File: src/rtl/sar_regs.svh
// Register map, field positions, reset values and timing counts of the
// converter sequencer. Included by the top module, the input model and the bench.
`ifndef SAR_REGS_SVH
`define SAR_REGS_SVH

// ----------------------------------------------------------------------
// Register byte offsets
// ----------------------------------------------------------------------
`define SAR_CTRL_OFF     8'h00
`define SAR_CHEN_OFF     8'h04
`define SAR_LIMIT_OFF    8'h08
`define SAR_STAT_OFF     8'h0c
`define SAR_MASK_OFF     8'h10
`define SAR_STATE_OFF    8'h14
`define SAR_SMP0_OFF     8'h18
`define SAR_SMP1_OFF     8'h1c
`define SAR_SMP2_OFF     8'h20
`define SAR_RES_BASE     8'h80

// ----------------------------------------------------------------------
// Field positions
// ----------------------------------------------------------------------
`define SAR_CTRL_RUN     0
`define SAR_CTRL_CONT    1
`define SAR_CTRL_FW      2
`define SAR_CTRL_FWGO    3
`define SAR_CTRL_FWCH    4
`define SAR_CTRL_REF     12
`define SAR_CTRL_EXT16   14
`define SAR_LIMIT_HI     16
`define SAR_ST_DONE      0
`define SAR_ST_SCAN      1
`define SAR_ST_OOR       2
`define SAR_STATE_CH     4
`define SAR_STATE_LP     9
`define SAR_STATE_RES    16

// ----------------------------------------------------------------------
// Sizes and reset values
// ----------------------------------------------------------------------
`define SAR_NCH          17
`define SAR_TEMP_CH      5'h10
`define SAR_BASE_MASK    17'h100ff
`define SAR_LO_RST       12'h000
`define SAR_HI_RST       12'hfff
`define SAR_RESP_OK      2'b00
`define SAR_RESP_ERR     2'b10

// ----------------------------------------------------------------------
// Timing
// ----------------------------------------------------------------------
`define SAR_CLK_MHZ      25
`define SAR_CONV_MAX_MHZ 18
// Double the least divider so the comparator synchroniser settles in a bit
`define SAR_CONV_DIV     (((`SAR_CLK_MHZ + `SAR_CONV_MAX_MHZ - 1) / `SAR_CONV_MAX_MHZ) * 2)
`define SAR_MIN_CLOCKS   18
`define SAR_BITS         12
`define SAR_TAIL         2
`define SAR_SAMPLE_MIN   (`SAR_MIN_CLOCKS - `SAR_BITS - `SAR_TAIL)

`endif

File: src/rtl/sar_pkg.sv
// Types shared by the converter sequencer files.
// Assumes sar_regs.svh is on the include path.
package sar_pkg;
  typedef enum logic [1:0] {
    SQ_IDLE,
    SQ_SAMPLE,
    SQ_CONV,
    SQ_TAIL
  } sar_state_type;
endpackage : sar_pkg

File: src/rtl/sar_mem.sv
// Result buffer: one write port, one read port with registered data.
// Assumes the writer and reader share aclk and the clock enable.
`timescale 1ns/1ns
`default_nettype none
module sar_mem (
  input  wire logic        aclk,
  input  wire logic        aresetn,
  input  wire logic        ce,
  input  wire logic        we,
  input  wire logic [4:0]  waddr,
  input  wire logic [11:0] wdata,
  input  wire logic        re,
  input  wire logic [4:0]  raddr,
  output logic      [11:0] rdata
);
  logic [11:0] mem_r [0:16];
  logic [11:0] rdata_nxt;

  always_comb begin
    rdata_nxt = rdata;
    if (re) begin
      rdata_nxt = (raddr <= 5'h10) ? mem_r[raddr] : 12'h000;
    end
  end

  // Array carries no reset; an entry not written since reset holds no defined value
  always_ff @(posedge aclk) begin
    if (ce && we && (waddr <= 5'h10)) begin
      mem_r[waddr] <= wdata;
    end
  end

  always_ff @(posedge aclk) begin
    if (!aresetn) begin
      rdata <= 12'h000;
    end else if (ce) begin
      rdata <= rdata_nxt;
    end
  end
endmodule : sar_mem
`default_nettype wire

File: src/rtl/sar_ctrl.sv
// Converter sequencer with AXI4-Lite registers, per-channel results,
// range check and interrupt.
// Assumes a single 25 MHz aclk; cmp_i is asynchronous, lp_deep_i is on aclk.
// How it works
// - Each conversion spends at least 18 converter ticks from sampling to result.
// - The converter tick is aclk divided down so it never exceeds 18 MHz.
// - Channels 0 to 7 and 16 are scanned, and setting ext16 opens channels 8 to 15.
// - A started scan walks all enabled channels without software help.
// - The next channel starts sampling on the very tick that the last ends.
// - Channel choice comes from the scanner or from a firmware-written number.
// - Every channel has its own result slot readable at any time.
// - Each channel has its own sample length, applied when it is converted.
// - Software sets low and high limits and every result is compared.
// - An out-of-range result sets its interrupt flag at once, mid scan.
// - A two-bit field picks supply, half supply, bandgap or external ref.
// - The sample-and-hold window grows with the programmed sample length.
// - A deep low-power request aborts conversion and blocks new starts.
// - Channel 16 selects the temperature sensor like any pin channel.
`timescale 1ns/1ns
`default_nettype none
`include "sar_regs.svh"
module sar_ctrl (
  input  wire logic        aclk,
  input  wire logic        aresetn,
  input  wire logic        ce,
  input  wire logic [7:0]  s_axi_awaddr,
  input  wire logic        s_axi_awvalid,
  output logic             s_axi_awready,
  input  wire logic [31:0] s_axi_wdata,
  input  wire logic [3:0]  s_axi_wstrb,
  input  wire logic        s_axi_wvalid,
  output logic             s_axi_wready,
  output logic [1:0]       s_axi_bresp,
  output logic             s_axi_bvalid,
  input  wire logic        s_axi_bready,
  input  wire logic [7:0]  s_axi_araddr,
  input  wire logic        s_axi_arvalid,
  output logic             s_axi_arready,
  output logic [31:0]      s_axi_rdata,
  output logic [1:0]       s_axi_rresp,
  output logic             s_axi_rvalid,
  input  wire logic        s_axi_rready,
  input  wire logic        cmp_i,
  input  wire logic        lp_deep_i,
  output logic [4:0]       mux_sel_o,
  output logic             sample_o,
  output logic [11:0]      dac_o,
  output logic [1:0]       ref_sel_o,
  output logic             busy_o,
  output logic             irq_o
);
  // --------------------------------------------------------------------
  // Declarations
  // --------------------------------------------------------------------
  logic [7:0]  awaddr_r, awaddr_nxt, raddr_r, raddr_nxt;
  logic        awhave_r, awhave_nxt, whave_r, whave_nxt, rpend_r, rpend_nxt;
  logic [31:0] wdata_r, wdata_nxt, rdata_nxt;
  logic [3:0]  wstrb_r, wstrb_nxt;
  logic        awready_nxt, wready_nxt, arready_nxt, bvalid_nxt, rvalid_nxt;
  logic [1:0]  bresp_nxt, rresp_nxt;
  logic        run_r, run_nxt, cont_r, cont_nxt, fw_r, fw_nxt, fwgo_r, fwgo_nxt;
  logic        ext16_r, ext16_nxt, irq_nxt;
  logic [4:0]  fwch_r, fwch_nxt;
  logic [1:0]  ref_r, ref_nxt;
  logic [16:0] chen_r, chen_nxt, allow;
  logic [11:0] lo_r, lo_nxt, hi_r, hi_nxt, last_r, last_nxt, mem_rdata;
  logic [2:0]  stat_r, stat_nxt, mask_r, mask_nxt, stat_set;
  logic [3:0]  stime_r [0:16];
  logic [31:0] wimg;
  logic        do_wr;
  sar_pkg::sar_state_type st_r, st_nxt;
  logic [4:0]  ch_r, ch_nxt, cnt_r, cnt_nxt;
  logic [3:0]  bit_r, bit_nxt;
  logic [11:0] dac_nxt;
  logic        sample_nxt, mem_we, finish, oor;
  logic [5:0]  pick_next, pick_first;
  logic [1:0]  div_r, div_nxt;
  logic        tick, cs1_r, cs2_r, cs3_r, cmpf_r, cmpf_nxt;
  logic [5:0]  cvt_r, cvt_nxt;

  function automatic logic [31:0] sar_merge(input logic [31:0] o, input logic [31:0] w,
                                            input logic [3:0] s);
    logic [31:0] m;
    m = {{8{s[3]}}, {8{s[2]}}, {8{s[1]}}, {8{s[0]}}};
    return (o & ~m) | (w & m);
  endfunction : sar_merge

  // Lowest enabled channel at or above the start index
  function automatic logic [5:0] sar_pick(input logic [16:0] m, input logic [5:0] from);
    logic [5:0] r;
    r = 6'h00;
    for (int i = 16; i >= 0; i--) begin
      if (m[i] && (6'(i) >= from)) begin
        r = {1'b1, 5'(i)};
      end
    end
    return r;
  endfunction : sar_pick

  function automatic logic [31:0] sar_img(input logic [7:0] a);
    logic [31:0] v;
    v = 32'h0000_0000;
    case (a)
      `SAR_CTRL_OFF: begin
        v[`SAR_CTRL_RUN] = run_r;
        v[`SAR_CTRL_CONT] = cont_r;
        v[`SAR_CTRL_FW] = fw_r;
        v[`SAR_CTRL_FWGO] = fwgo_r;
        v[`SAR_CTRL_FWCH +: 5] = fwch_r;
        v[`SAR_CTRL_REF +: 2] = ref_r;
        v[`SAR_CTRL_EXT16] = ext16_r;
      end
      `SAR_CHEN_OFF:  v[16:0] = chen_r;
      `SAR_LIMIT_OFF: v = {4'h0, hi_r, 4'h0, lo_r};
      `SAR_STAT_OFF:  v[2:0] = stat_r;
      `SAR_MASK_OFF:  v[2:0] = mask_r;
      `SAR_STATE_OFF: begin
        v[0] = busy_o;
        v[`SAR_STATE_CH +: 5] = ch_r;
        v[`SAR_STATE_LP] = lp_deep_i;
        v[`SAR_STATE_RES +: 12] = last_r;
      end
      `SAR_SMP0_OFF: v = {stime_r[7], stime_r[6], stime_r[5], stime_r[4],
                          stime_r[3], stime_r[2], stime_r[1], stime_r[0]};
      `SAR_SMP1_OFF: v = {stime_r[15], stime_r[14], stime_r[13], stime_r[12],
                          stime_r[11], stime_r[10], stime_r[9], stime_r[8]};
      `SAR_SMP2_OFF: v[3:0] = stime_r[16];
      default: v = 32'h0000_0000;
    endcase
    return v;
  endfunction : sar_img

  function automatic logic sar_mapped(input logic [7:0] a);
    return (a <= `SAR_SMP2_OFF && a[1:0] == 2'b00) ||
           (a[7] && a[6:2] <= 5'h10 && a[1:0] == 2'b00);
  endfunction : sar_mapped

  // --------------------------------------------------------------------
  // Result buffer
  // --------------------------------------------------------------------
  sar_mem u_mem (
    .aclk    (aclk),
    .aresetn (aresetn),
    .ce      (ce),
    .we      (mem_we),
    .waddr   (ch_r),
    .wdata   (dac_nxt),
    .re      (s_axi_arvalid && s_axi_arready),
    .raddr   (s_axi_araddr[6:2]),
    .rdata   (mem_rdata)
  );

  // --------------------------------------------------------------------
  // Register bus and register file
  // --------------------------------------------------------------------
  assign do_wr = awhave_r && whave_r && !s_axi_bvalid;
  // Process form so the image follows every register that it merges with
  always_comb begin
    wimg = sar_merge(sar_img(awaddr_r), wdata_r, wstrb_r);
  end

  always_comb begin
    awaddr_nxt = awaddr_r;  awhave_nxt = awhave_r;  wdata_nxt = wdata_r;
    wstrb_nxt = wstrb_r;    whave_nxt = whave_r;    bvalid_nxt = s_axi_bvalid;
    bresp_nxt = s_axi_bresp; raddr_nxt = raddr_r;   rpend_nxt = rpend_r;
    rvalid_nxt = s_axi_rvalid; rresp_nxt = s_axi_rresp; rdata_nxt = s_axi_rdata;
    run_nxt = run_r;  cont_nxt = cont_r;  fw_nxt = fw_r;  fwgo_nxt = fwgo_r;
    fwch_nxt = fwch_r;  ref_nxt = ref_r;  ext16_nxt = ext16_r;  chen_nxt = chen_r;
    lo_nxt = lo_r;  hi_nxt = hi_r;  mask_nxt = mask_r;  stat_nxt = stat_r;
    if (s_axi_awvalid && s_axi_awready) begin
      awaddr_nxt = s_axi_awaddr;
      awhave_nxt = 1'b1;
    end
    if (s_axi_wvalid && s_axi_wready) begin
      wdata_nxt = s_axi_wdata;
      wstrb_nxt = s_axi_wstrb;
      whave_nxt = 1'b1;
    end
    if (s_axi_bvalid && s_axi_bready) begin
      bvalid_nxt = 1'b0;
    end
    if (do_wr) begin
      awhave_nxt = 1'b0;
      whave_nxt = 1'b0;
      bvalid_nxt = 1'b1;
      bresp_nxt = sar_mapped(awaddr_r) ? `SAR_RESP_OK : `SAR_RESP_ERR;
      case (awaddr_r)
        `SAR_CTRL_OFF: begin
          run_nxt = wimg[`SAR_CTRL_RUN];
          cont_nxt = wimg[`SAR_CTRL_CONT];
          fw_nxt = wimg[`SAR_CTRL_FW];
          fwgo_nxt = wimg[`SAR_CTRL_FWGO];
          fwch_nxt = wimg[`SAR_CTRL_FWCH +: 5];
          ref_nxt = wimg[`SAR_CTRL_REF +: 2];
          ext16_nxt = wimg[`SAR_CTRL_EXT16];
        end
        `SAR_CHEN_OFF:  chen_nxt = wimg[16:0];
        `SAR_LIMIT_OFF: begin
          lo_nxt = wimg[11:0];
          hi_nxt = wimg[`SAR_LIMIT_HI +: 12];
        end
        `SAR_STAT_OFF:  stat_nxt = stat_r & ~(wdata_r[2:0] & {3{wstrb_r[0]}});
        `SAR_MASK_OFF:  mask_nxt = wimg[2:0];
        default: ;
      endcase
    end
    // Hardware events win over a simultaneous clear
    stat_nxt = stat_nxt | stat_set;
    if (st_r == sar_pkg::SQ_IDLE && fwgo_r && fw_r && !lp_deep_i) begin
      fwgo_nxt = 1'b0;
    end
    if (lp_deep_i) begin
      run_nxt = 1'b0;
    end else if (finish && !fw_r && !pick_next[5] && !(cont_r && run_r)) begin
      run_nxt = 1'b0;
    end else if (st_r == sar_pkg::SQ_IDLE && !fw_r && run_r && !pick_first[5]) begin
      run_nxt = 1'b0;
    end
    if (s_axi_rvalid && s_axi_rready) begin
      rvalid_nxt = 1'b0;
    end
    if (s_axi_arvalid && s_axi_arready) begin
      raddr_nxt = s_axi_araddr;
      rpend_nxt = 1'b1;
    end
    // Slot data is one cycle behind the address, so reads finish here
    if (rpend_r) begin
      rpend_nxt = 1'b0;
      rvalid_nxt = 1'b1;
      rresp_nxt = sar_mapped(raddr_r) ? `SAR_RESP_OK : `SAR_RESP_ERR;
      rdata_nxt = raddr_r[7] ? {20'h0_0000, mem_rdata} : sar_img(raddr_r);
    end
    awready_nxt = !awhave_nxt && !bvalid_nxt;
    wready_nxt = !whave_nxt && !bvalid_nxt;
    arready_nxt = !rpend_nxt && !rvalid_nxt;
    irq_nxt = |(stat_nxt & mask_nxt);
  end

  always_ff @(posedge aclk) begin
    if (!aresetn) begin
      awaddr_r <= 8'h00;  awhave_r <= 1'b0;  wdata_r <= 32'h0000_0000;
      wstrb_r <= 4'h0;  whave_r <= 1'b0;  raddr_r <= 8'h00;  rpend_r <= 1'b0;
      s_axi_awready <= 1'b0;  s_axi_wready <= 1'b0;  s_axi_arready <= 1'b0;
      s_axi_bvalid <= 1'b0;  s_axi_bresp <= `SAR_RESP_OK;  s_axi_rvalid <= 1'b0;
      s_axi_rresp <= `SAR_RESP_OK;  s_axi_rdata <= 32'h0000_0000;
      run_r <= 1'b0;  cont_r <= 1'b0;  fw_r <= 1'b0;  fwgo_r <= 1'b0;
      fwch_r <= 5'h00;  ref_r <= 2'h0;  ext16_r <= 1'b0;  chen_r <= 17'h0_0000;
      lo_r <= `SAR_LO_RST;  hi_r <= `SAR_HI_RST;  stat_r <= 3'h0;  mask_r <= 3'h0;
      irq_o <= 1'b0;  ref_sel_o <= 2'h0;
    end else if (ce) begin
      awaddr_r <= awaddr_nxt;  awhave_r <= awhave_nxt;  wdata_r <= wdata_nxt;
      wstrb_r <= wstrb_nxt;  whave_r <= whave_nxt;  raddr_r <= raddr_nxt;
      rpend_r <= rpend_nxt;  s_axi_awready <= awready_nxt;
      s_axi_wready <= wready_nxt;  s_axi_arready <= arready_nxt;
      s_axi_bvalid <= bvalid_nxt;  s_axi_bresp <= bresp_nxt;
      s_axi_rvalid <= rvalid_nxt;  s_axi_rresp <= rresp_nxt;  s_axi_rdata <= rdata_nxt;
      run_r <= run_nxt;  cont_r <= cont_nxt;  fw_r <= fw_nxt;  fwgo_r <= fwgo_nxt;
      fwch_r <= fwch_nxt;  ref_r <= ref_nxt;  ext16_r <= ext16_nxt;  chen_r <= chen_nxt;
      lo_r <= lo_nxt;  hi_r <= hi_nxt;  stat_r <= stat_nxt;  mask_r <= mask_nxt;
      irq_o <= irq_nxt;
      ref_sel_o <= ref_nxt;
    end
  end

  // Per-channel sample lengths, four bits each
  for (genvar g = 0; g < `SAR_NCH; g++) begin : g_stime
    localparam logic [7:0] OFF = (g < 8) ? `SAR_SMP0_OFF :
                                 (g < 16) ? `SAR_SMP1_OFF : `SAR_SMP2_OFF;
    logic [3:0] nxt;
    always_comb begin
      nxt = stime_r[g];
      if (do_wr && awaddr_r == OFF) begin
        nxt = wimg[(g % 8) * 4 +: 4];
      end
    end
    always_ff @(posedge aclk) begin
      if (!aresetn) begin
        stime_r[g] <= 4'h0;
      end else if (ce) begin
        stime_r[g] <= nxt;
      end
    end
  end

  // --------------------------------------------------------------------
  // Converter tick, comparator synchroniser and sequencer
  // --------------------------------------------------------------------
  assign tick = (div_r == 2'(`SAR_CONV_DIV - 1));
  assign allow = ext16_r ? chen_r : (chen_r & `SAR_BASE_MASK);
  assign pick_next = sar_pick(allow, {1'b0, ch_r} + 6'h01);
  assign pick_first = sar_pick(allow, 6'h00);
  assign finish = (st_r == sar_pkg::SQ_TAIL) && tick && (cnt_r == 5'h00) && !lp_deep_i;
  assign mem_we = finish;
  assign oor = (dac_o < lo_r) || (dac_o > hi_r);
  assign stat_set = {finish && oor, finish && !fw_r && !pick_next[5], finish};

  always_comb begin
    div_nxt = tick ? 2'h0 : div_r + 2'h1;
    cmpf_nxt = (cs2_r == cs3_r) ? cs3_r : cmpf_r;
    st_nxt = st_r;  ch_nxt = ch_r;  cnt_nxt = cnt_r;  bit_nxt = bit_r;
    dac_nxt = dac_o;  sample_nxt = sample_o;  last_nxt = last_r;
    cvt_nxt = (st_r == sar_pkg::SQ_IDLE || finish) ? 6'h00 :
              (tick && cvt_r != 6'h3f) ? cvt_r + 6'h01 : cvt_r;
    case (st_r)
      sar_pkg::SQ_IDLE: begin
        if (!lp_deep_i && fw_r && fwgo_r && fwch_r <= `SAR_TEMP_CH) begin
          st_nxt = sar_pkg::SQ_SAMPLE;
          ch_nxt = fwch_r;
        end else if (!lp_deep_i && !fw_r && run_r && pick_first[5]) begin
          st_nxt = sar_pkg::SQ_SAMPLE;
          ch_nxt = pick_first[4:0];
        end
      end
      sar_pkg::SQ_SAMPLE: begin
        if (tick) begin
          if (cnt_r == 5'h00) begin
            st_nxt = sar_pkg::SQ_CONV;
            sample_nxt = 1'b0;
            bit_nxt = 4'(`SAR_BITS - 1);
            dac_nxt = 12'h800;
          end else begin
            cnt_nxt = cnt_r - 5'h01;
          end
        end
      end
      sar_pkg::SQ_CONV: begin
        if (tick) begin
          // Agreed sync value: the registered copy lags the trial by a cycle
          if (!cmpf_nxt) begin
            dac_nxt[bit_r] = 1'b0;
          end
          if (bit_r == 4'h0) begin
            st_nxt = sar_pkg::SQ_TAIL;
            cnt_nxt = 5'(`SAR_TAIL - 1);
          end else begin
            dac_nxt[bit_r - 4'h1] = 1'b1;
            bit_nxt = bit_r - 4'h1;
          end
        end
      end
      sar_pkg::SQ_TAIL: begin
        if (tick && cnt_r != 5'h00) begin
          cnt_nxt = cnt_r - 5'h01;
        end else if (finish) begin
          last_nxt = dac_o;
          st_nxt = sar_pkg::SQ_IDLE;
          if (!fw_r && run_r && pick_next[5]) begin
            st_nxt = sar_pkg::SQ_SAMPLE;
            ch_nxt = pick_next[4:0];
          end else if (!fw_r && run_r && cont_r && pick_first[5]) begin
            st_nxt = sar_pkg::SQ_SAMPLE;
            ch_nxt = pick_first[4:0];
          end
        end
      end
      default: st_nxt = sar_pkg::SQ_IDLE;
    endcase
    if (st_r != sar_pkg::SQ_SAMPLE && st_nxt == sar_pkg::SQ_SAMPLE ||
        finish && st_nxt == sar_pkg::SQ_SAMPLE) begin
      sample_nxt = 1'b1;
      cnt_nxt = 5'(`SAR_SAMPLE_MIN - 1) + {1'b0, stime_r[ch_nxt]};
    end
    if (lp_deep_i) begin
      st_nxt = sar_pkg::SQ_IDLE;
      sample_nxt = 1'b0;
    end
  end

  always_ff @(posedge aclk) begin
    if (!aresetn) begin
      div_r <= 2'h0;  cs1_r <= 1'b0;  cs2_r <= 1'b0;  cs3_r <= 1'b0;  cmpf_r <= 1'b0;
      st_r <= sar_pkg::SQ_IDLE;  ch_r <= 5'h00;  cnt_r <= 5'h00;  bit_r <= 4'h0;
      dac_o <= 12'h000;  sample_o <= 1'b0;  last_r <= 12'h000;  mux_sel_o <= 5'h00;
      busy_o <= 1'b0;  cvt_r <= 6'h00;
    end else if (ce) begin
      div_r <= div_nxt;  cs1_r <= cmp_i;  cs2_r <= cs1_r;  cs3_r <= cs2_r;
      cmpf_r <= cmpf_nxt;  st_r <= st_nxt;  ch_r <= ch_nxt;  cnt_r <= cnt_nxt;
      bit_r <= bit_nxt;  dac_o <= dac_nxt;  sample_o <= sample_nxt;  last_r <= last_nxt;
      mux_sel_o <= ch_nxt;
      busy_o <= (st_nxt != sar_pkg::SQ_IDLE);
      cvt_r <= cvt_nxt;
    end
  end

  // --------------------------------------------------------------------
  // Assertions
  // --------------------------------------------------------------------
  a_conv_length: assert property (@(posedge aclk) disable iff (!aresetn)
    mem_we |-> cvt_r >= 6'd17) else $error("conversion shorter than 18 ticks");
  a_tick_rate: assert property (@(posedge aclk) disable iff (!aresetn)
    ce && tick |=> !tick) else $error("converter tick above rate limit");
  a_no_gap: assert property (@(posedge aclk) disable iff (!aresetn)
    ce && finish && !fw_r && run_r && pick_next[5] |=> st_r == sar_pkg::SQ_SAMPLE && sample_o)
    else $error("idle gap between channels");
  a_oor_flag: assert property (@(posedge aclk) disable iff (!aresetn)
    ce && finish && oor |=> stat_r[`SAR_ST_OOR]) else $error("range flag not set");
  a_flag_sticky: assert property (@(posedge aclk) disable iff (!aresetn)
    ce && stat_r[`SAR_ST_OOR] && !(do_wr && awaddr_r == `SAR_STAT_OFF)
    |=> stat_r[`SAR_ST_OOR]) else $error("range flag dropped by itself");
  a_lp_stop: assert property (@(posedge aclk) disable iff (!aresetn)
    ce && lp_deep_i |=> st_r == sar_pkg::SQ_IDLE && !sample_o && !run_r)
    else $error("converter active in deep low power");
  a_irq_level: assert property (@(posedge aclk) disable iff (!aresetn)
    ce |=> irq_o == |(stat_r & mask_r)) else $error("irq mismatch");
  a_ref_follow: assert property (@(posedge aclk) disable iff (!aresetn)
    ce && do_wr && awaddr_r == `SAR_CTRL_OFF && wstrb_r[1]
    |=> ref_sel_o == $past(wdata_r[`SAR_CTRL_REF +: 2])) else $error("reference not applied");
  a_chan_limit: assert property (@(posedge aclk) disable iff (!aresetn)
    sample_o && !ext16_r && !fw_r |-> mux_sel_o < 5'h08 || mux_sel_o == `SAR_TEMP_CH)
    else $error("upper channel scanned without ext16");
  a_sample_min: assert property (@(posedge aclk) disable iff (!aresetn)
    ce && $rose(st_r == sar_pkg::SQ_CONV) |-> cvt_r >= 6'(`SAR_SAMPLE_MIN)
    + {2'b00, stime_r[ch_r]}) else $error("sample window too short");
endmodule : sar_ctrl
`default_nettype wire

File: config.mk
export PLATFORM = sky130hd
export DESIGN_NAME = sar_ctrl
export DESIGN_NICKNAME = d
export VERILOG_FILES = /design/src/rtl/sar_pkg.sv /design/src/rtl/sar_mem.sv /design/src/rtl/sar_ctrl.sv
export VERILOG_INCLUDE_DIRS = /design/src /design/src/rtl
export SDC_FILE = /design/constraint.sdc
export NUM_CORES = 1
export LEC_CHECK = 0
export BUFFER_PORTS_ARGS = -buffer_cell sky130_fd_sc_hd__buf_4
export CAP_MARGIN = 10
export CORE_ASPECT_RATIO = 1.4
export CORE_MARGIN = 10
export CORE_UTILIZATION = 30
export CTS_BUF_LIST = sky130_fd_sc_hd__clkbuf_4 sky130_fd_sc_hd__clkbuf_8
export CTS_CLUSTER_SIZE = 30
export DETAILED_ROUTE_END_ITERATION = 10
export PLACE_DENSITY = 0.43
export RECOVER_POWER = 50
export SYNTH_ARGS = -nofsm -noshare
export SYNTH_HDL_FRONTEND = slang
export SYNTH_SLANG_ARGS = --single-unit
File: constraint.sdc
create_clock -name aclk -period 7.3 [get_ports aclk]
set_clock_uncertainty 0.05 [all_clocks]
set_input_delay 0.73 -clock aclk [delete_from_list [all_inputs] [get_ports aclk]]
set_output_delay 0.73 -clock aclk [all_outputs]
set_load 0.1 [all_outputs]
# Word-level counts from Yosys, hierarchy flattened
# Memories as Yosys holds them, arrays and structs flattened.
# Index checks and enable logic that the tools add are counted.
dict set report word_totals {
  regBits 216
  ram_bits 272
  word_cells 429
  out_inout_bits 63
  mem_count 2
  inputBits 62
}
dict set report op_classes {
  n_addsub 5
  n_eq_ne 32
  magnitude_cmp 30
  n_bitwise 30
  n_reduce_logical 115
  mux 173
}
# memory depth width read_ports rd_clocked_by_memory_dff write_ports line_no
set memory_table {}
lappend memory_table {u_mem.mem_r 17 12 1 0 1 sar_mem.sv:16} ;# logic [11:0] mem_r [0:16];
lappend memory_table {stime_r 17 4 18 0 17 sar_ctrl.sv:68} ;# logic [3:0] stime_r [0:16];
# op n
set ops {}
lappend ops {{$mux 6} 34}
lappend ops {{$mux 4} 38}
lappend ops {{$mux 12} 8}
lappend ops {{$pmux 11 s4} 2}
lappend ops {{$logic_and 1x1->1} 67}
lappend ops {{$and 32x32->32} 2}
lappend ops {{$eq 8x5->1 const B} 8}
lappend ops {{$mux 5} 12}
lappend ops {{$pmux 5 s6} 2}
lappend ops {{$ge 4x6->1 const A} 8}
lappend ops {{$mux 1} 34}
lappend ops {{$eq 8x4->1 const B} 4}
lappend ops {{$mux 32} 1}
lappend ops {{$not 32->32} 1}
lappend ops {{$or 32x32->32} 1}
lappend ops {{$pmux 2 s8} 2}
lappend ops {{$le 5x5->1 const B} 5}
lappend ops {{$ge 3x6->1 const A} 4}
lappend ops {{$mux 2} 12}
lappend ops {{$pmux 12 s2} 1}
lappend ops {{$pmux 2 s4} 3}
lappend ops {{$pmux 3 s4} 2}
lappend ops {{$pmux 4 s2} 3}
lappend ops {{$pmux 1 s5} 4}
lappend ops {{other kinds (54)} 127}

# Logic depth before layout (Yosys ltp)
dict set report depth {
  depth_word 30
  depth_mapped 23
  mapped_depth_nobuf 19
}

# Modules after synthesis
# From an unflattened synthesis, not the netlist that was laid out.
dict set report hier_totals {
  cells_unflattened 2385
  hier_area_um2 24035.6
}
# module seq_area_each_um2 n_inst cells_each area_per_inst_um2
set by_module_without_submodules {}
lappend by_module_without_submodules {sar_ctrl 6085.8 1 1882 15422.3}
lappend by_module_without_submodules {sar_mem 6366.1 1 503 8613.3}

# Worst setup path after synthesis
# No wires, ideal clock.
dict set report synth_timing {
  kind {register to register}
  from {register ch_r[1]}
  to {register cnt_r[4]}
  n_path_buf 3
  stages_incl_launch_ff 22
  setup_time_ps 70
  t_arrival_ps 5028
  path_slack_ps 2152
  cell_sequence {dfxtp_1 buf_2 inv_1 ha_1 clkbuf_1 nand2b_1 a21oi_1 o22ai_1 a21boi_0 a211o_1 a21o_1 and3_1 buf_4 nand2_1 and3_1 a2111oi_0 nor3_1 nand2_1 o21ai_0 ha_1 or4_1 a21oi_1}
}
dict set report synth_via {
  elab_chain_len 30
}
# item line_no
set synth_rtl {}
lappend synth_rtl {{start: declaration} sar_ctrl.sv:72} ;# logic [4:0] ch_r, ch_nxt, cnt_r, cnt_nxt;
lappend synth_rtl {{start signal: assignment} sar_ctrl.sv:377} ;# cmpf_r <= cmpf_nxt; st_r <= st_nxt; ch_r <= ch_nxt; cnt_r <= cnt_nxt;
lappend synth_rtl {{parallel branches: the longest is 30 deep, another holds $add 5x1->6} --}
lappend synth_rtl {{end signal: assignment} sar_ctrl.sv:377}
lappend synth_rtl {{end: declaration} sar_ctrl.sv:72}
# Parallel ways; which one is timed is not known.
# A chain may end at the register's enable or synchronous reset.

# Final worst setup path
dict set report layout_timing {
  from {register ch_r[1]}
  to {register cnt_r[2]}
}
# Same word-level chain as after synthesis.

==> impl_results.html <==
<table>
<tr><th>Metric</th><th>Value</th></tr>
<tr><th colspan="2">Run status</th></tr>
<tr><td>Outcome</td><td>finished, violations left</td></tr>
<tr><td>Failing checks</td><td>max-capacitance violations, max-slew violations</td></tr>
<tr><th colspan="2">Routing</th></tr>
<tr><td>Average detailed-routed wire length per instance</td><td>27.3 um</td></tr>
<tr><td>Detailed-router iteration count before antenna repair</td><td>6</td></tr>
<tr><td>Via-per-instance ratio</td><td>5.45</td></tr>
<tr><td>Detailed router's first-iteration violation count</td><td>1529</td></tr>
<tr><td>Post-Route WL</td><td>93900 um</td></tr>
<tr><td>Remaining number of nets flagged by the antenna check after routing</td><td>0</td></tr>
<tr><td>Drc violations</td><td>0</td></tr>
<tr><td>Total via count in the routed design</td><td>18800</td></tr>
<tr><th colspan="2">Critical path</th></tr>
<tr><td>Critical Path Max Stage Delay</td><td>0.75 ns</td></tr>
<tr><td>Reg2Reg Capture Point</td><td>cnt_r[2]$_SDFFE_PN0P_</td></tr>
<tr><td>Crit. End Element</td><td>flop</td></tr>
<tr><td>Buffers &amp; Inverters on Critical Path</td><td>1</td></tr>
<tr><td>Crit path required time</td><td>7.90 ns</td></tr>
<tr><td>Startpoint type of the worst setup path</td><td>flop</td></tr>
<tr><td>Type of the worst setup path</td><td>flop to flop</td></tr>
<tr><td>Worst EP arrival</td><td>6.59 ns</td></tr>
<tr><td>Highest net fanout along the worst path</td><td>17</td></tr>
<tr><td>Crit-path cells</td><td>inv_1 &gt; ha_1 &gt; nand2b_1 &gt; a21oi_1 &gt; o22ai_1 &gt; a21boi_0 &gt; a211o_1 &gt; a21o_1 &gt; and3_1 &gt; nand2_1 &gt; and3_1 &gt; a2111oi_0 &gt; nor3_1 &gt; nand2_1 &gt; o21ai_0 &gt; ha_1 &gt; or3_1 &gt; a21oi_1 &gt; o21a_1</td></tr>
<tr><td>Slack of the worst reg-to-reg path</td><td>1.32 ns</td></tr>
<tr><td>Origin of the critical flop-to-flop path</td><td>ch_r[1]$_SDFFE_PN0P_</td></tr>
<tr><td>Master of the slowest instance on the critical path</td><td>sky130_fd_sc_hd__and3_1</td></tr>
<tr><td>Top delay family on crit path</td><td>compound AO/OA/AOI/OAI gates</td></tr>
<tr><td>Worst reg-to-reg path cell count</td><td>19</td></tr>
<tr><th colspan="2">Placement</th></tr>
<tr><td>DP HPWL</td><td>67500 um</td></tr>
<tr><td>Input/output buffers</td><td>122</td></tr>
<tr><td>Placer Congestion</td><td>0.912</td></tr>
<tr><th colspan="2">Logic synthesis</th></tr>
<tr><td>Number of synthesized flops with an enable pin</td><td>272</td></tr>
<tr><td>Top-count cell post-synth</td><td>sky130_fd_sc_hd__nand2_1</td></tr>
<tr><td>Post-synth top area share</td><td>34.8%</td></tr>
<tr><td>Compound-cell area share of the yosys netlist</td><td>17.3%</td></tr>
<tr><td>Dominant combinational cell family by area after synthesis</td><td>compound AO/OA/AOI/OAI gates</td></tr>
<tr><td>Parity-gate share of the synthesized area counting xor and xnor cells</td><td>0.256%</td></tr>
<tr><td>Register area share after synthesis</td><td>53.1%</td></tr>
<tr><td>Leading area contributor after synthesis</td><td>sky130_fd_sc_hd__edfxtp_1</td></tr>
<tr><td>Yosys Warn Count</td><td>0</td></tr>
<tr><td>Most used flip-flop cell after synthesis</td><td>sky130_fd_sc_hd__edfxtp_1</td></tr>
<tr><td>Mux share of post-synthesis cell area</td><td>8.98%</td></tr>
<tr><td>Mapped cell area</td><td>23400 um^2</td></tr>
<tr><td>Async SR Flop Fraction</td><td>0%</td></tr>
<tr><td>Post-synthesis cell count</td><td>2230</td></tr>
<tr><td>Synth top area cells</td><td>sky130_fd_sc_hd__edfxtp_1 35%, sky130_fd_sc_hd__dfxtp_1 18%, sky130_fd_sc_hd__nand2_1 5.9%</td></tr>
<tr><td>FF+latch count, synth</td><td>486</td></tr>
<tr><td>Mean Syn Cell Area</td><td>10.5 um^2</td></tr>
<tr><td>Count of unique library cells instantiated by Yosys</td><td>90</td></tr>
<tr><td>Commonest cells in the synthesized netlist</td><td>370 x sky130_fd_sc_hd__nand2_1, 272 x sky130_fd_sc_hd__edfxtp_1, 214 x sky130_fd_sc_hd__dfxtp_1</td></tr>
<tr><td>Synth Area in Adders</td><td>2.28%</td></tr>
<tr><td>Area fraction in and, or, nand and nor cells after synthesis</td><td>14.3%</td></tr>
<tr><th colspan="2">Die</th></tr>
<tr><td>Core Area</td><td>77700 um^2</td></tr>
<tr><td>Vertical die dimension</td><td>351 um</td></tr>
<tr><td>FP Rows</td><td>121</td></tr>
<tr><td>Count of boundary I/O pins</td><td>125</td></tr>
<tr><td>Die outline area</td><td>89900 um^2</td></tr>
<tr><td>DIE WIDTH</td><td>256 um</td></tr>
<tr><td>Initial cell density of the core</td><td>30.2%</td></tr>
<tr><th colspan="2">CTS</th></tr>
<tr><td>Total clock sinks</td><td>486</td></tr>
<tr><td>Clock transition at the registers of the reported paths</td><td>0.06 ns</td></tr>
<tr><td>Total CTS buffers</td><td>87</td></tr>
<tr><td>Root buffer cell</td><td>sky130_fd_sc_hd__clkbuf_8</td></tr>
<tr><td>Worst skew pair latency</td><td>0.72 ns</td></tr>
<tr><td>Total number of H-tree levels</td><td>3</td></tr>
<tr><td>Count of cells resized by post-cts repair</td><td>0</td></tr>
<tr><td>Hold buffer count at cts</td><td>0</td></tr>
<tr><td>Buffers from clock root to sink, at most</td><td>3</td></tr>
<tr><td>TritonCTS clock tree</td><td>built</td></tr>
<tr><td>Number of setup buffers added after CTS</td><td>0</td></tr>
<tr><th colspan="2">Global route</th></tr>
<tr><td>Total congestion overflow</td><td>0</td></tr>
<tr><td>Via count of the first global-routing pass</td><td>19400</td></tr>
<tr><td>First-pass GRT wire length</td><td>137000 um</td></tr>
<tr><td>Pin count of the biggest net entering global routing</td><td>76</td></tr>
<tr><td>Overall global routing resource usage</td><td>20.5%</td></tr>
<tr><td>Number of antenna violations at the first check in global routing</td><td>2</td></tr>
<tr><th colspan="2">Finish</th></tr>
<tr><td>Share of layout cells above drive strength 1</td><td>14.8%</td></tr>
<tr><td>Fillers</td><td>7894</td></tr>
<tr><td>Register Area</td><td>12500 um^2</td></tr>
<tr><td>Synth-to-layout area growth</td><td>15.1%</td></tr>
<tr><td>Footprint of the multi-input gates</td><td>10200 um^2</td></tr>
<tr><td>Net count, final</td><td>2428</td></tr>
<tr><th colspan="2">STA</th></tr>
<tr><td>Count of endpoints failing hold in the final timing report</td><td>0</td></tr>
<tr><td>Number of pins exceeding their max-slew limit in the final report</td><td>245</td></tr>
<tr><td>Slew at the pin closest to its max-slew limit</td><td>3.80 ns</td></tr>
<tr><td>Tightest slew margin relative to the limit</td><td>-153%</td></tr>
<tr><td>Final setup viols</td><td>0</td></tr>
<tr><td>Max Clk Rate</td><td>167 MHz</td></tr>
<tr><td>Share of the cycle needed by the critical path after routing</td><td>82.0%</td></tr>
<tr><td>Unrepaired setup endpoints after global routing</td><td>false</td></tr>
<tr><td>Setup total negative slack</td><td>0 ns</td></tr>
<tr><td>Clock period minus final worst setup slack</td><td>5.98 ns</td></tr>
<tr><th colspan="2">Hold path</th></tr>
<tr><td>Number of stages on the worst hold path</td><td>3</td></tr>
<tr><td>Start point of the worst min-delay path</td><td>s_axi_wdata[20]</td></tr>
<tr><td>Endpoint of the worst hold path</td><td>wdata_r[20]$_SDFFE_PN0P_</td></tr>
<tr><td>Path type of the worst min-delay path</td><td>primary input to flop</td></tr>
<tr><th colspan="2">Power</th></tr>
<tr><td>Overall power consumption</td><td>6.05 mW</td></tr>
<tr><td>IR drop worst, VDD</td><td>0.000117 V</td></tr>
<tr><td>Power density relative to cell area</td><td>224 nW/um^2</td></tr>
<tr><td>Leak</td><td>9.13 nW</td></tr>
<tr><th colspan="2">Flow run</th></tr>
<tr><td>Maxcap violations</td><td>8</td></tr>
</table>
## worst max path at each step
stage          slack, ns                  from  cells after the start                    end
2_1_floorplan       2.15  ch_r[1]$_SDFFE_PN0P_                     21  cnt_r[4]$_SDFFE_PN0P_
3_3_place_gp        1.54  ch_r[1]$_SDFFE_PN0P_                     19  cnt_r[2]$_SDFFE_PN0P_
3_5_place_dp        1.44  ch_r[1]$_SDFFE_PN0P_                     18  cnt_r[4]$_SDFFE_PN0P_
4_1_cts             1.45  ch_r[1]$_SDFFE_PN0P_                     18  cnt_r[4]$_SDFFE_PN0P_
5_1_grt             0.89  ch_r[1]$_SDFFE_PN0P_                     18  cnt_r[4]$_SDFFE_PN0P_
6_report            1.32  ch_r[1]$_SDFFE_PN0P_                     19  cnt_r[2]$_SDFFE_PN0P_
## final cells by class
cell class,instances,area share [%]
flip-flops and latches,486,46.1
multi-input cells,1520,37.7
clock buffers,128,5.83
well taps,1045,4.84
repair buffers,168,3.60
clock inverters,33,1.02
inverters,61,0.867
diodes,3,0.0278
## worst reg2reg max path, delay by kind of cell, from the launching register on
kind,cells,cell delay [ns]
AOI/OAI and AO/OA,9,2.27
and+or+nand+nor,7,1.87
adders and majority gates,2,0.79
DFF,1,0.65
buffers and inverters,1,0.31
## cells in the final DEF, fill, tap and decap left out, types with 9 or more instances in the layout
cell                       Yosys  layout
sky130_fd_sc_hd__mux4_2       61      61
sky130_fd_sc_hd__a21oi_1     189     189
sky130_fd_sc_hd__o21ai_0      87      87
sky130_fd_sc_hd__a31oi_1      21      21
sky130_fd_sc_hd__clkbuf_1    137      77
sky130_fd_sc_hd__nor2_1      146     134
sky130_fd_sc_hd__and3_1       27      27
sky130_fd_sc_hd__nand3_1      37      37
sky130_fd_sc_hd__nor2b_1      21      21
sky130_fd_sc_hd__buf_4         7      90
sky130_fd_sc_hd__nor3_1       38      35
sky130_fd_sc_hd__a32o_1        9       9
sky130_fd_sc_hd__a22oi_1      45      45
sky130_fd_sc_hd__clkbuf_8      0      98
sky130_fd_sc_hd__a211oi_1     29      29
sky130_fd_sc_hd__a221oi_1     45      45
sky130_fd_sc_hd__edfxtp_1    272     272
sky130_fd_sc_hd__dfxtp_1     214     214
sky130_fd_sc_hd__o211ai_1     16      16
sky130_fd_sc_hd__and2_1       19      15
sky130_fd_sc_hd__mux2_2       12      12
sky130_fd_sc_hd__a222oi_1     21      21
sky130_fd_sc_hd__mux2i_1      58      58
sky130_fd_sc_hd__nand2b_1     21      21
sky130_fd_sc_hd__clkinv_1      1      17
sky130_fd_sc_hd__nor2_2        2      14
sky130_fd_sc_hd__a221o_1       9       9
sky130_fd_sc_hd__clkbuf_4      0      31
sky130_fd_sc_hd__inv_1        58      58
sky130_fd_sc_hd__ha_1         42      42
sky130_fd_sc_hd__a22o_1       19      19
sky130_fd_sc_hd__nand2_1     370     369
sky130_fd_sc_hd__nand4_1       9       9
sky130_fd_sc_hd__a21o_1       24      24
## registers in the layout (all words and copies together) (netlist names), 5 cells and up
name         count
wdata_r         32
chen_r          17
u_mem.rdata     12
cnt_r            5
stime_r         68
dac_o           12
last_r          12
lo_r            12
u_mem.mem_r    204
fwch_r           5
raddr_r          8
awaddr_r         8
s_axi_rdata     32
ch_r             5
hi_r            12
## routing by layer
layer | GRT usage [%] | part of all wire (%) | up-vias
met4 | 12.7 | 6.3 | 0
met3 | 3.20 | 5.1 | 192
li1 | - | - | 8563
met5 | 0 | 0 | -
met1 | 22.4 | 38 | 9330
met2 | 37.0 | 51 | 700
## through the flow
stage / area [um^2] / setup slack [ns] / utilization (%) / hold slack (ns) / instances
floorplan: 23400 / 2.15 / - / 0.383 / 2231
global placement: 25400 / 1.54 / 32.7 / 0.394 / 3279
detailed placement: 25400 / 1.44 / 32.7 / 0.398 / 3279
CTS: 27300 / 1.45 / 35.1 / 0.150 / 3440
global route: 27000 / 0.889 / 34.7 / 0.186 / 3442
finish: 27000 / 1.32 / 34.7 / 0.205 / 3444
## report_power, final
part	internal (mW)	leakage, nW	switching [mW]
combinational	0.114	3.99	0.261
sequential	2.90	4.18	0.0526
clock	1.50	0.962	1.22
## cell families after synthesis
group / Yosys count
simple gates: 740
compound gates: 597
flops: 486
buf+inv: 225
mux: 132
fa+ha+maj: 43
xor+xnor: 6
other cells: 1
Power figures use the tool's default switching activity.
